## config.mk

```make
export PLATFORM = sky130hd
export DESIGN_NAME = srre_core
export DESIGN_NICKNAME = d
export VERILOG_FILES = /design/src/srre_pkg.sv /design/src/srre_stack_ram.sv /design/src/srre_rotate.sv /design/src/srre_core.sv
export VERILOG_INCLUDE_DIRS = /design/src /design/src/src
export SDC_FILE = /design/constraint.sdc
export NUM_CORES = 2
export LEC_CHECK = 0
export BUFFER_PORTS_ARGS = -buffer_cell sky130_fd_sc_hd__buf_4
export CAP_MARGIN = 20
export CORE_MARGIN = 8
export CORE_UTILIZATION = 55
export DETAILED_ROUTE_END_ITERATION = 7
export GPL_ROUTABILITY_DRIVEN = 0
export HOLD_SLACK_MARGIN = 0.12
export PLACE_DENSITY = 0.7
export SYNTH_ARGS = -nofsm -noshare
export SYNTH_HDL_FRONTEND = slang
export SYNTH_HIERARCHICAL = 1
export SYNTH_SLANG_ARGS = --single-unit
export TNS_END_PERCENT = 1
```

## constraint.sdc

```tcl
create_clock -name clk_sys_i -period 15.8 [get_ports clk_sys_i]
set_input_delay 1.58 -clock clk_sys_i [delete_from_list [all_inputs] [get_ports clk_sys_i]]
set_output_delay 1.58 -clock clk_sys_i [all_outputs]
set_load 0.03 [all_outputs]
```

## src/srre_defs.svh

```systemverilog
`ifndef SRRE_DEFS_SVH
`define SRRE_DEFS_SVH
// avalon word addresses (byte offset is four times these)
`define SRRE_A_CFG 4'h0
`define SRRE_A_STAT 4'h1
`define SRRE_A_ACC 4'h2
`define SRRE_A_PSW 4'h3
`define SRRE_A_EXTENDED_STATUS_WORD 4'h4
`define SRRE_A_SP 4'h5
`define SRRE_A_PC 4'h6
`define SRRE_A_OPND 4'h7
`define SRRE_A_INSN 4'h8
`define SRRE_A_RADR 4'h9
`define SRRE_A_RDAT 4'ha
// first configuration byte fields
`define SRRE_CFG_SRC 0
`define SRRE_CFG_FRAME 2
`define SRRE_CFG_RST 8'h00
// status fields
`define SRRE_ST_ILL 0
// primary and extended status word flag positions
`define SRRE_PSW_CY 7
`define SRRE_EXTENDED_STATUS_WORD_N 5
`define SRRE_EXTENDED_STATUS_WORD_Z 1
// reset values
`define SRRE_SP_RST 16'h0007
`define SRRE_PC_RST 24'hff_0000
// opcodes and operand sub-codes
`define SRRE_OP_ESC 8'ha5
`define SRRE_OP_RET 8'h22
`define SRRE_OP_INTERRUPT_RETURN_OP 8'h32
`define SRRE_OP_RL 8'h23
`define SRRE_OP_RLC 8'h33
`define SRRE_OP_PUSHD 8'hc0
`define SRRE_OP_POPD 8'hd0
`define SRRE_OP_PUSHR 8'hca
`define SRRE_OP_POPR 8'hda
`define SRRE_SUB_BYTE 4'h8
`define SRRE_SUB_WORD 4'h9
// upper address byte of a short interrupt return
`define SRRE_PC_TOP 8'hff
// stack ram address width
`define SRRE_RAM_AW 8
`endif

```

## src/srre_pkg.sv

```systemverilog
package srre_pkg;
  // engine states
  typedef enum logic [2:0] {ST_IDLE, ST_ARG, ST_POP_RD, ST_POP_CAP, ST_PUSH_INC, ST_PUSH_WR} srre_state_t;
  // instruction being executed
  typedef enum logic [2:0] {OP_NONE, OP_RET, OP_INTERRUPT_RETURN_OP, OP_ROT, OP_POPD, OP_PUSHD, OP_POPR, OP_PUSHR} srre_op_t;
  // byte-enable merge of a bus write into an old value
  function automatic logic [31:0] srre_merge(input logic [31:0] old, input logic [31:0] wd, input logic [3:0] be);
    logic [31:0] m;
    m = {{8{be[3]}}, {8{be[2]}}, {8{be[1]}}, {8{be[0]}}};
    return (old & ~m) | (wd & m);
  endfunction
endpackage

```

## src/srre_stack_ram.sv

```systemverilog
`timescale 1ns/1ps
// stack memory: one write port, one registered read port
module srre_stack_ram #(
  parameter int unsigned AW = 8,
  parameter int unsigned DW = 8
) (
  input wire logic clk_sys_i,
  input wire logic reset_i,
  input wire logic ce_i,
  input wire logic we_i,
  input wire logic [AW-1:0] waddr_i,
  input wire logic [DW-1:0] wdata_i,
  input wire logic re_i,
  input wire logic [AW-1:0] raddr_i,
  output logic [DW-1:0] rdata_o
);
  logic [DW-1:0] mem_r [0:(1<<AW)-1]; // contents not reset, like real ram

  // write port
  always_ff @(posedge clk_sys_i) begin
    if (ce_i && we_i) begin
      mem_r[waddr_i] <= wdata_i;
    end
  end

  // read data out of a register; same-address write returns old data
  always_ff @(posedge clk_sys_i or posedge reset_i) begin
    if (reset_i) begin
      rdata_o <= '0;
    end else if (ce_i && re_i) begin
      rdata_o <= mem_r[raddr_i];
    end
  end
endmodule

```

## src/srre_rotate.sv

```systemverilog
`timescale 1ns/1ps
// accumulator rotate left, plain or through carry
module srre_rotate (
  input wire logic [7:0] acc_i,
  input wire logic cy_i,
  input wire logic thru_i,
  output logic [7:0] res_o,
  output logic cy_o,
  output logic n_o,
  output logic z_o
);
  // bit 7 wraps to bit 0, or the old carry enters bit 0
  assign res_o = {acc_i[6:0], thru_i ? cy_i : acc_i[7]}; // RULE12 RULE14
  // carry only moves for the through-carry form
  assign cy_o = thru_i ? acc_i[7] : cy_i; // RULE13 RULE14
  assign n_o = res_o[7];
  assign z_o = (res_o == 8'h00);
endmodule

```

## src/srre_core.sv

```systemverilog
`timescale 1ns/1ps
`include "srre_defs.svh"
// Summary of operation
// RULE1 - byte pop reads at pointer, then decrements
// RULE2 - push increments pointer, then writes ram
// RULE3 - subroutine return pops two bytes, pointer minus two
// RULE4 - subroutine return resumes at popped address
// RULE5 - frame-size bit picks two or four bytes
// RULE6 - short interrupt return targets top region
// RULE7 - short interrupt return: pointer minus two, no status
// RULE8 - long frame pops status and three-byte address
// RULE9 - long frame restores extended status only
// RULE10 - interrupt return re-arms the interrupt logic
// RULE11 - pending interrupt waits one further instruction
// RULE12 - rotate left wraps bit seven to zero
// RULE13 - plain rotate keeps carry, sets negative, zero
// RULE14 - rotate through carry swaps bit seven, carry
// RULE15 - register stack ops need escape in binary
// RULE16 - word push/pop moves pointer by two
// RULE17 - stack and return ops keep all flags; a long interrupt return here reloads the extended status word
module srre_core #(
  parameter int unsigned RAM_AW = `SRRE_RAM_AW
) (
  input wire logic clk_sys_i,
  input wire logic reset_i,
  input wire logic ce_i,
  input wire logic [3:0] avs_address_i,
  input wire logic avs_read_i,
  input wire logic avs_write_i,
  input wire logic [31:0] avs_writedata_i,
  input wire logic [3:0] avs_byteenable_i,
  output logic [31:0] avs_readdata_o,
  output logic avs_waitrequest_o,
  input wire logic interrupt_frame_size_bit_pend_i,
  output logic interrupt_frame_size_bit_rearm_o,
  output logic interrupt_frame_size_bit_ack_o
);
  import srre_pkg::*;

  srre_state_t state_r, state_nxt; // engine state
  srre_op_t op_r, op_nxt; // current instruction
  logic [1:0] cnt_r, cnt_nxt; // byte index within a transfer
  logic [1:0] last_r, last_nxt; // index of the final byte
  logic [15:0] sp_r, sp_nxt; // stack_pointer
  logic [23:0] pc_r, pc_nxt; // program_counter
  logic [7:0] acc_r, acc_nxt; // accumulator
  logic [7:0] psw_r, psw_nxt; // primary_status_word
  logic [7:0] extended_status_word_r, extended_status_word_nxt; // extended_status_word
  logic [7:0] cfg_r, cfg_nxt; // first_configuration_byte
  logic [31:0] opnd_r, opnd_nxt; // push source, pop destination
  logic [31:0] word_r, word_nxt; // bytes gathered by a pop
  logic [RAM_AW-1:0] radr_r, radr_nxt; // software ram pointer
  logic prefix_r, prefix_nxt; // escape byte seen
  logic illegal_r; // sticky bad-encoding flag
  logic hold_r; // interrupt service held back
  logic done_r, done_nxt; // instruction completed
  logic rd2_r; // second cycle of a ram read
  logic ill_set; // bad encoding this cycle
  logic start_pop, start_push; // transfer kick-off
  logic [31:0] tmp; // merged bus write
  logic [15:0] sp_start_r; // pointer at transfer start
  logic [7:0] psw_start_r, extended_status_word_start_r; // status at transfer start
  logic [7:0] mem_rdata; // stack ram read data
  logic [7:0] rot_res; // rotate result
  logic rot_cy, rot_n, rot_z; // rotate flags

  // bus decode; every access stalls while a stack transfer runs
  wire bus_req = avs_read_i | avs_write_i;
  wire eng_busy = (state_r != ST_IDLE) && (state_r != ST_ARG);
  wire bus_take = ce_i && bus_req && avs_waitrequest_o && !eng_busy;
  wire is_rdat = (avs_address_i == `SRRE_A_RDAT);
  wire ram_first = bus_take && avs_read_i && is_rdat && !rd2_r;
  wire bus_ans = bus_take && !ram_first;
  wire bus_wr = bus_ans && avs_write_i;
  wire ibyte_stb = bus_wr && (avs_address_i == `SRRE_A_INSN) && avs_byteenable_i[0];
  wire [7:0] ibyte = avs_writedata_i[7:0];
  wire ill_clr = bus_wr && (avs_address_i == `SRRE_A_STAT) && avs_byteenable_i[0]
    && avs_writedata_i[`SRRE_ST_ILL];
  // escape is needed in binary mode, forbidden in source mode
  wire esc_ok = prefix_r ^ cfg_r[`SRRE_CFG_SRC]; // RULE15
  wire frame4 = cfg_r[`SRRE_CFG_FRAME];
  wire is_pop = (op_r == OP_POPD) || (op_r == OP_POPR);
  wire is_regop = (op_r == OP_POPR) || (op_r == OP_PUSHR);
  wire [7:0] status_w = {4'h0, eng_busy, hold_r, prefix_r, illegal_r};

  // read selection
  wire [31:0] rd_mux =
    (avs_address_i == `SRRE_A_CFG) ? {24'h00_0000, cfg_r} :
    (avs_address_i == `SRRE_A_STAT) ? {24'h00_0000, status_w} :
    (avs_address_i == `SRRE_A_ACC) ? {24'h00_0000, acc_r} :
    (avs_address_i == `SRRE_A_PSW) ? {24'h00_0000, psw_r} :
    (avs_address_i == `SRRE_A_EXTENDED_STATUS_WORD) ? {24'h00_0000, extended_status_word_r} :
    (avs_address_i == `SRRE_A_SP) ? {16'h0000, sp_r} :
    (avs_address_i == `SRRE_A_PC) ? {8'h00, pc_r} :
    (avs_address_i == `SRRE_A_OPND) ? opnd_r :
    (avs_address_i == `SRRE_A_RADR) ? 32'(radr_r) :
    is_rdat ? {24'h00_0000, mem_rdata} : 32'h0000_0000;

  // stack ram port selection; the engine owns it while busy
  wire push_wr = (state_r == ST_PUSH_WR);
  wire mem_re = ram_first || (state_r == ST_POP_RD);
  wire [RAM_AW-1:0] mem_raddr = ram_first ? radr_r : sp_r[RAM_AW-1:0];
  wire mem_we = push_wr || (bus_wr && is_rdat && avs_byteenable_i[0]);
  wire [RAM_AW-1:0] mem_waddr = push_wr ? sp_r[RAM_AW-1:0] : radr_r;
  wire [7:0] push_byte = opnd_r[{cnt_r, 3'b000} +: 8];
  wire [7:0] mem_wdata = push_wr ? push_byte : avs_writedata_i[7:0];

  // interrupt hold: set by an interrupt return, released by the next completion
  wire hold_nxt = (done_nxt && op_nxt == OP_INTERRUPT_RETURN_OP) ? 1'b1 : (done_nxt ? 1'b0 : hold_r); // RULE11

  srre_stack_ram #(.AW(RAM_AW), .DW(8)) u_ram (
    .clk_sys_i(clk_sys_i),
    .reset_i(reset_i),
    .ce_i(ce_i),
    .we_i(mem_we),
    .waddr_i(mem_waddr),
    .wdata_i(mem_wdata),
    .re_i(mem_re),
    .raddr_i(mem_raddr),
    .rdata_o(mem_rdata)
  );

  srre_rotate u_rot (
    .acc_i(acc_r),
    .cy_i(psw_r[`SRRE_PSW_CY]),
    .thru_i(ibyte[4]),
    .res_o(rot_res),
    .cy_o(rot_cy),
    .n_o(rot_n),
    .z_o(rot_z)
  );

  // next-state logic: software writes, decode, then the stack engine
  always_comb begin
    tmp = 32'h0000_0000;
    state_nxt = state_r;
    op_nxt = op_r;
    cnt_nxt = cnt_r;
    last_nxt = last_r;
    sp_nxt = sp_r;
    pc_nxt = pc_r;
    acc_nxt = acc_r;
    psw_nxt = psw_r;
    extended_status_word_nxt = extended_status_word_r;
    cfg_nxt = cfg_r;
    opnd_nxt = opnd_r;
    word_nxt = word_r;
    radr_nxt = radr_r;
    prefix_nxt = prefix_r;
    ill_set = 1'b0;
    done_nxt = 1'b0;
    start_pop = 1'b0;
    start_push = 1'b0;
    // register writes can only land in ST_IDLE or ST_ARG, never while a stack transfer runs
    if (bus_wr) begin
      case (avs_address_i)
        `SRRE_A_CFG: if (avs_byteenable_i[0]) cfg_nxt = avs_writedata_i[7:0];
        `SRRE_A_ACC: if (avs_byteenable_i[0]) acc_nxt = avs_writedata_i[7:0];
        `SRRE_A_PSW: if (avs_byteenable_i[0]) psw_nxt = avs_writedata_i[7:0];
        `SRRE_A_EXTENDED_STATUS_WORD: if (avs_byteenable_i[0]) extended_status_word_nxt = avs_writedata_i[7:0];
        `SRRE_A_RADR: if (avs_byteenable_i[0]) radr_nxt = avs_writedata_i[RAM_AW-1:0];
        `SRRE_A_SP: begin
          tmp = srre_merge({16'h0000, sp_r}, avs_writedata_i, avs_byteenable_i);
          sp_nxt = tmp[15:0];
        end
        `SRRE_A_PC: begin
          tmp = srre_merge({8'h00, pc_r}, avs_writedata_i, avs_byteenable_i);
          pc_nxt = tmp[23:0];
        end
        `SRRE_A_OPND: opnd_nxt = srre_merge(opnd_r, avs_writedata_i, avs_byteenable_i);
        default: ;
      endcase
    end
    // first instruction byte
    if (ibyte_stb && state_r == ST_IDLE) begin
      prefix_nxt = 1'b0;
      case (ibyte)
        `SRRE_OP_ESC: begin
          prefix_nxt = !prefix_r; // a doubled escape is rejected
          ill_set = prefix_r;
        end
        `SRRE_OP_RET, `SRRE_OP_INTERRUPT_RETURN_OP: begin
          if (prefix_r) begin
            ill_set = 1'b1;
          end else begin
            op_nxt = (ibyte == `SRRE_OP_RET) ? OP_RET : OP_INTERRUPT_RETURN_OP;
            // two bytes, or four with the long frame
            last_nxt = (ibyte == `SRRE_OP_INTERRUPT_RETURN_OP && frame4) ? 2'd3 : 2'd1; // RULE3 RULE5
            start_pop = 1'b1;
          end
        end
        `SRRE_OP_RL, `SRRE_OP_RLC: begin
          if (prefix_r) begin
            ill_set = 1'b1;
          end else begin
            op_nxt = OP_ROT;
            acc_nxt = rot_res; // RULE12 RULE14
            psw_nxt[`SRRE_PSW_CY] = rot_cy; // RULE13 RULE14
            extended_status_word_nxt[`SRRE_EXTENDED_STATUS_WORD_N] = rot_n; // RULE13
            extended_status_word_nxt[`SRRE_EXTENDED_STATUS_WORD_Z] = rot_z; // RULE13
            done_nxt = 1'b1;
          end
        end
        `SRRE_OP_PUSHD, `SRRE_OP_POPD: begin
          if (prefix_r) begin
            ill_set = 1'b1;
          end else begin
            op_nxt = (ibyte == `SRRE_OP_PUSHD) ? OP_PUSHD : OP_POPD;
            state_nxt = ST_ARG;
          end
        end
        `SRRE_OP_PUSHR, `SRRE_OP_POPR: begin
          if (!esc_ok) begin
            ill_set = 1'b1; // RULE15
          end else begin
            op_nxt = (ibyte == `SRRE_OP_PUSHR) ? OP_PUSHR : OP_POPR;
            state_nxt = ST_ARG;
          end
        end
        default: ill_set = 1'b1;
      endcase
    end else if (ibyte_stb && state_r == ST_ARG) begin
      // second byte: direct address (unused) or operand size code
      last_nxt = (is_regop && ibyte[3:0] == `SRRE_SUB_WORD) ? 2'd1 : 2'd0; // RULE16
      if (is_regop && ibyte[3:0] != `SRRE_SUB_BYTE && ibyte[3:0] != `SRRE_SUB_WORD) begin
        ill_set = 1'b1;
        state_nxt = ST_IDLE;
      end else if (is_pop) begin
        start_pop = 1'b1;
      end else begin
        start_push = 1'b1;
      end
    end
    // transfer kick-off; pushes send the high byte first
    if (start_pop) begin
      state_nxt = ST_POP_RD;
      cnt_nxt = 2'd0;
      word_nxt = 32'h0000_0000;
    end
    if (start_push) begin
      state_nxt = ST_PUSH_INC;
      cnt_nxt = last_nxt;
    end
    // stack engine
    case (state_r)
      ST_POP_RD: state_nxt = ST_POP_CAP; // ram read issued at current pointer
      ST_POP_CAP: begin
        // capture first, then step the pointer down
        word_nxt[{cnt_r, 3'b000} +: 8] = mem_rdata; // RULE1
        sp_nxt = sp_r - 16'h0001; // RULE1 RULE16
        cnt_nxt = cnt_r + 2'd1;
        state_nxt = ST_POP_RD;
        if (cnt_r == last_r) begin
          state_nxt = ST_IDLE;
          done_nxt = 1'b1;
          case (op_r)
            OP_RET: pc_nxt = {pc_r[23:16], word_nxt[15:0]}; // RULE3 RULE4
            OP_INTERRUPT_RETURN_OP: begin
              if (last_r == 2'd3) begin
                pc_nxt = word_nxt[23:0]; // RULE8
                extended_status_word_nxt = word_nxt[31:24]; // RULE9
              end else begin
                pc_nxt = {`SRRE_PC_TOP, word_nxt[15:0]}; // RULE6 RULE7
              end
            end
            default: opnd_nxt = word_nxt; // RULE16
          endcase
        end
      end
      ST_PUSH_INC: begin
        sp_nxt = sp_r + 16'h0001; // RULE2 RULE16
        state_nxt = ST_PUSH_WR;
      end
      ST_PUSH_WR: begin
        // ram written at the already-raised pointer
        cnt_nxt = cnt_r - 2'd1; // RULE2
        state_nxt = ST_PUSH_INC;
        if (cnt_r == 2'd0) begin
          state_nxt = ST_IDLE;
          done_nxt = 1'b1;
        end
      end
      default: ;
    endcase
  end

  // engine registers; flags only move through rotates, long interrupt returns or software
  always_ff @(posedge clk_sys_i or posedge reset_i) begin
    if (reset_i) begin
      state_r <= ST_IDLE;
      op_r <= OP_NONE;
      cnt_r <= 2'd0;
      last_r <= 2'd0;
      sp_r <= `SRRE_SP_RST;
      pc_r <= `SRRE_PC_RST;
      acc_r <= 8'h00;
      psw_r <= 8'h00;
      extended_status_word_r <= 8'h00;
      cfg_r <= `SRRE_CFG_RST;
      opnd_r <= 32'h0000_0000;
      word_r <= 32'h0000_0000;
      radr_r <= '0;
      prefix_r <= 1'b0;
      done_r <= 1'b0;
    end else if (ce_i) begin
      state_r <= state_nxt;
      op_r <= op_nxt;
      cnt_r <= cnt_nxt;
      last_r <= last_nxt;
      sp_r <= sp_nxt;
      pc_r <= pc_nxt;
      acc_r <= acc_nxt;
      psw_r <= psw_nxt; // RULE17
      extended_status_word_r <= extended_status_word_nxt;
      cfg_r <= cfg_nxt;
      opnd_r <= opnd_nxt;
      word_r <= word_nxt;
      radr_r <= radr_nxt;
      prefix_r <= prefix_nxt;
      done_r <= done_nxt;
    end
  end

  // bus answer, sticky flag, interrupt handshake, check snapshots
  always_ff @(posedge clk_sys_i or posedge reset_i) begin
    if (reset_i) begin
      avs_waitrequest_o <= 1'b1;
      avs_readdata_o <= 32'h0000_0000;
      rd2_r <= 1'b0;
      illegal_r <= 1'b0;
      hold_r <= 1'b0;
      interrupt_frame_size_bit_rearm_o <= 1'b0;
      interrupt_frame_size_bit_ack_o <= 1'b0;
      sp_start_r <= 16'h0000;
      psw_start_r <= 8'h00;
      extended_status_word_start_r <= 8'h00;
    end else if (ce_i) begin
      avs_waitrequest_o <= !bus_ans; // low for exactly one cycle per answer
      if (bus_ans && avs_read_i) avs_readdata_o <= rd_mux;
      rd2_r <= ram_first ? 1'b1 : (bus_ans ? 1'b0 : rd2_r);
      illegal_r <= (illegal_r && !ill_clr) || ill_set; // set beats clear
      hold_r <= hold_nxt; // RULE11
      interrupt_frame_size_bit_rearm_o <= done_nxt && op_nxt == OP_INTERRUPT_RETURN_OP; // RULE10
      interrupt_frame_size_bit_ack_o <= interrupt_frame_size_bit_pend_i && !hold_nxt && state_nxt == ST_IDLE; // RULE11
      if (start_pop || start_push) begin
        sp_start_r <= sp_r;
        psw_start_r <= psw_nxt;
        extended_status_word_start_r <= extended_status_word_nxt;
      end
    end
  end

  wire [7:0] acc_rl = {acc_r[6:0], acc_r[7]};
  wire [7:0] acc_rlc = {acc_r[6:0], psw_r[`SRRE_PSW_CY]};
  wire acc_msb = acc_r[7];
  wire cy_now = psw_r[`SRRE_PSW_CY];
  wire rot_stb = ibyte_stb && state_r == ST_IDLE && !prefix_r;
  wire ret_done = done_r && op_r == OP_INTERRUPT_RETURN_OP;
endmodule

```

# Word level (Yosys, flattened, before mapping)
# Memories as Yosys holds them, arrays and structs flattened. A register that Yosys moved wholly into a read port is not among the register bits.
# Cells that the tools add are included.
totals:
  word_cells: 261
  in_bits: 46
  n_memories: 1
  out_inout_bits: 35
  mem_bits_rw: 2048
  regBits: 193
memory_table:
  columns: ["memory", "words", "word_bits", "rd", "rd_clocked_by_memory_dff", "wr", "line", "source"]
  rows:
  - ["u_ram.mem_r", 256, 8, 1, 1, 1, "srre_stack_ram.sv:17", "logic [DW-1:0] mem_r [0:(1<<AW)-1];"]
classes:
  mux: 114
  bitwise_logic: 10
  shift: 3
  addsub: 5
  reduce_logical: 67
  eq_ne: 38
ops:
  columns: ["op", "n"]
  rows:
  - ["$mux W32", 15]
  - ["$mux W8", 21]
  - ["$mux W24", 5]
  - ["$and A32 B32 Y32", 2]
  - ["$pmux W24 S2", 1]
  - ["$eq A8 B8 Y1 const B", 5]
  - ["$mux W1", 40]
  - ["$mux W3", 13]
  - ["$bwmux W32", 1]
  - ["$eq A8 B6 Y1 const B", 4]
  - ["$mux W16", 2]
  - ["$not A32 Y32", 1]
  - ["$or A32 B32 Y32", 1]
  - ["$pmux W16 S2", 1]
  - ["$shift A8 B7 Y32 const A", 1]
  - ["$shiftx A32 B6 Y8", 1]
  - ["$shiftx A8 B7 Y32", 1]
  - ["$logic_and A1 B1 Y1", 29]
  - ["$and A24 B24 Y24", 1]
  - ["$or A24 B24 Y24", 1]
  - ["$pmux W3 S4", 2]
  - ["$mux W2", 9]
  - ["$add A16 B1 Y16 const B", 1]
  - ["$and A16 B16 Y16", 1]
  - ["37 further kinds", 78]

# Longest topological paths before layout
logic_depth:
  depth_word: 21
  ltp_mapped: 16
  depth_no_buf: 11

# Hierarchy
# Netlist, hierarchy kept.
by_module_without_submodules:
  columns: ["module", "cells_per_inst", "seq_area_each_um2", "area_per_inst_um2", "n_inst"]
  rows:
  - ["srre_stack_ram", 4005, 61699.2, 80309.5, 1]
  - ["srre_core", 1195, 4844.6, 10994.3, 1]
  - ["srre_rotate", 13, 0.0, 106.4, 1]

# Worst setup path before layout
# No wires, ideal clock.
synth_timing:
  kind: "in2reg"
  startpoint: "in avs_writedata_i[0]"
  endpoint: "mem u_ram.mem_r[0][0], data pin"
  setup_time_ns: 2.188
  arrival_ns: 11.547
  path_slack_ns: 2.065
  t_required_ns: 13.612
  cell_stages: 2
  n_path_buf: 0
  cell_sequence: "inv_1 -> o21ai_0"
synth_between:
  elab_chain_cells: 1
synth_lines:
  columns: ["item", "line", "source"]
  rows:
  - ["start: declaration", "srre_core.sv:30", "input wire logic [31:0] avs_writedata_i,"]
  - ["$mux W8", "srre_core.sv:106", "wire [7:0] mem_wdata = push_wr ? push_byte : avs_writedata_i[7:0];"]
  - ["named net mem_wdata[0]", "srre_core.sv:106", null]
  - ["end: declaration", "srre_stack_ram.sv:17", null]
# The timed path passes the listed nets, and every way through them passes these cells.

# Final worst setup path
layout_timing:
  startpoint: "in ce_i"
  endpoint: "reg u_ram.rdata_o[7], read port of u_ram.mem_r"
layout_between:
  elab_cells_between_ends: 9
  classes_between: "mux: 1; reduce/logical: 8"
layout_rtl:
  columns: ["item", "line", "source"]
  rows:
  - ["start: declaration", "srre_core.sv:26", "input wire logic ce_i,"]
  - ["$logic_and A1 B1 Y1 (3 in series)", "srre_core.sv:70", "wire bus_take = ce_i && bus_req && avs_waitrequest_o && !eng_busy;"]
  - ["$logic_and A1 B1 Y1 (3 in series)", "srre_core.sv:72", "wire ram_first = bus_take && avs_read_i && is_rdat && !rd2_r;"]
  - ["$mux W8", "srre_core.sv:102", "wire [RAM_AW-1:0] mem_raddr = ram_first ? radr_r : sp_r[RAM_AW-1:0];"]
  - ["named net mem_raddr[0]", "srre_core.sv:102", null]
  - ["end: declaration", "srre_stack_ram.sv:15", "output logic [DW-1:0] rdata_o"]
# The timed path passes the listed nets, and every way through them passes these cells.
# A chain may end at the register's enable or synchronous reset.

==> out/metrics.yaml <==
clock_network:
  cts_root_buf: "clkbuf_16"
  htree_levels: 4
  cts_hold_buf: 0
  cts_tree: "yes"
  clockBufferDepth: 3
  cts.sinks: 2249
  post-cts-setup-buffers: 0
  numCtsBuffers: 218
  path_clk_slew_ps: 70
  clk_latency_ps: 870
  cts_resized: 0
yosys:
  ys_types: 87
  yosysMostFrequentCell: "edfxtp_1"
  syn_area_um2: 91400
  ys.flop_type: "edfxtp_1"
  synth_top_area_cell: "edfxtp_1"
  ys_async_sr_fraction_pct: 8.94
  synth.yosys.seq_area_share_pct: 72.8
  ys_seq_elements: 2249
  synth-edff-count: 2048
  synth.area.top_cells: "edfxtp_1 (67%), mux4_2 (8.1%), dfrtp_1 (5.2%)"
  synth_top_area_share_pct: 67.3
  synth-warning-count: 6
  synth.cells.most_frequent: "edfxtp_1 (2048), mux2i_1 (418), nor2_1 (406)"
  synth_cells: 5213
  syn_area_per_cell_um2: 17.5
  syn-num-nets: 5279
routing:
  dr_total_vias: 52081
  drt_pass1_iterations: 8
  drt_iter0_drc: 7828
  drc: 0
  routed_wirelength_um: 249000
  vias_per_cell: 6.78
  wl_per_cell_um: 32.4
  ant_nets: 0
floorplanning:
  die-area_um2: 180000
  rows: 149
  io_pins: 81
  die_y_um: 424
  die_w_um: 424
  start_util_pct: 55.4
  coreArea_um2: 165000
global_route:
  grt_pass1_wl_um: 358000
  overflow: 0
  antenna_found_initial: 5
  grt_pass1_vias: 50647
  grt_max_degree: 130
  globalRouteTotalUtil_pct: 27.2
finish:
  finalNetCount: 5369
  fill_cells: 11551
  drive_above_1_share_pct: 18.3
  areaGrowthSynthToFinish_pct: 10.8
timing:
  min_period_over_period_pct: 47.8
  setup_tns_ps: 0
  max_slew_margin_pct: 16.0
  hold_violations: 0
  rsz0062_at_grt: "false"
  fmax_ghz: 0.133
  setup_violations: 0
  period_minus_slack_ps: 7550
  drv_slew: 0
  worst_pin_slew_ps: 1260
  worst_clock_skew_ps: 66.8
critical_path:
  path_class: "primary input to flop"
  startpoint_type: "primary input"
  setup.worst_path.end_class: "flop"
  worstPathArrival_ps: 8260
  crit_path_frequent_cell: "buf_4"
  critPathTopFamily: "buffers and inverters"
  cp_num_buf_inv: 4
  cp_cell_sequence: "buf_4 > and4bb_2 > o21a_1 > nand2_1 > mux2_8 > buf_4 > buf_4 > buf_4 > mux4_2 > a211oi_1 > a221oi_1 > a32oi_1 > o41ai_1"
  r2r_slack_ps: 8910
  crit_path_max_incr_delay_ps: 890
  crit_slowest_cell: "mux2_8"
  crit_path_max_fanout: 62
  cp.required_ps: 16520
pwr:
  power.total_mw: 16.1
  power_leakage_nw: 32.1
  powerDensity_nw_per_um2: 159
  irDropWorstVdd_v: 0.000149
worst_hold_path:
  hold_path_class: "flop to flop"
placement:
  hpwl_um: 156000
  io_buffers: 80
run:
  cap_violations: 0
run_status:
  status: "finished clean"
## layout make-up
type / count / area (um^2) / share of cell area (%)
clock buffer: 266 / 5800 / 5.72
clock inverter: 142 / 1350 / 1.34
sequential: 2249 / 66500 / 65.7
antenna: 1 / 2.50 / 0.00247
inverter: 31 / 129 / 0.127
timing repair buffer: 201 / 1690 / 1.66
tap: 2189 / 2740 / 2.70
multi-input combinational: 2602 / 23100 / 22.8
## per-stage QoR
stage	hold WS [ps]	util (%)	instances	setup slack, ps	instance area, um^2
4_1_cts	486	61.3	7672	8380	101000
6_report	481	61.4	7681	8250	101000
2_1_floorplan	464	-	5213	2060	91400
3_3_place_gp	464	56.9	7255	7580	93900
3_5_place_dp	473	57.0	7264	7450	94000
5_1_grt	508	61.4	7680	8040	101000
## final timing paths
path | startpoint | end | cells past startpoint
max in group asynchronous | reset_i | asynchronous set/reset pin | 3
setup / recovery | ce_i | u_ram/rdata_o[7] | 13
min in group asynchronous | reset_i | avs_readdata_o[21] | 2
setup reg to reg | state_r[1] | u_ram/rdata_o[7] | 12
hold reg to reg | avs_readdata_o[6] | avs_readdata_o[6] | 2
hold / removal | avs_readdata_o[6] | avs_readdata_o[6] | 2
## logic make-up (layout without fill, tap and decap cells)
group           after synthesis  count (layout)  share of synthesized area (%)
flops                      2249            2249                           72.8
compound gates              911             911                           6.87
mux                         828             828                           13.7
simple gates                828             828                           4.05
buf+inv                     362             640                           2.18
fa+ha+maj                    20              20                          0.282
xor+xnor                     15              15                          0.144
other cells                   0               1                              0
## layer usage
layer  vias to the layer above  wire, um  global-route usage [%]
li1                      21285         -                       -
met1                     26774     94800                    38.2
met2                      3434    113000                    41.4
met3                       586     29200                    6.35
met4                         2     11800                    11.1
met5                         -        13                       0
## tightest hold or removal path, delay by kind of cell (launching register included)
| kind | cells | cell delay (ps) |
|---|---|---|
| DFF | 1 | 340 |
| and+or+nand+nor | 1 | 50 |
| AOI/OAI and AO/OA | 1 | 60 |
## power by group
part | leakage [nW] | switching, mW | internal [mW] | total, mW
clock network | 3.50 | 2.25 | 2.92 | 5.17
logic | 7.57 | 2.61 | 1.58 | 4.19
registers | 21.0 | 0.148 | 6.60 | 6.75
## placed cells by master (no fill, tap or decap), types with 123 or more instances in the layout
| master | n |
|---|---|
| a21oi_1 | 145 |
| buf_4 | 183 |
| clkbuf_16 | 220 |
| dfrtp_1 | 189 |
| edfxtp_1 | 2048 |
| mux2i_1 | 418 |
| mux4_2 | 329 |
| nand2_1 | 190 |
| nor2_1 | 403 |
| o21ai_0 | 123 |
| o22ai_1 | 191 |
## registers in the layout (all words and copies together), names as in the netlist, 24 cells and up, named ones only
signal          count
opnd_r             32
u_ram/mem_r      2048
pc_r               24
word_r             32
avs_readdata_o     32
Power figures use the tool's default switching activity.
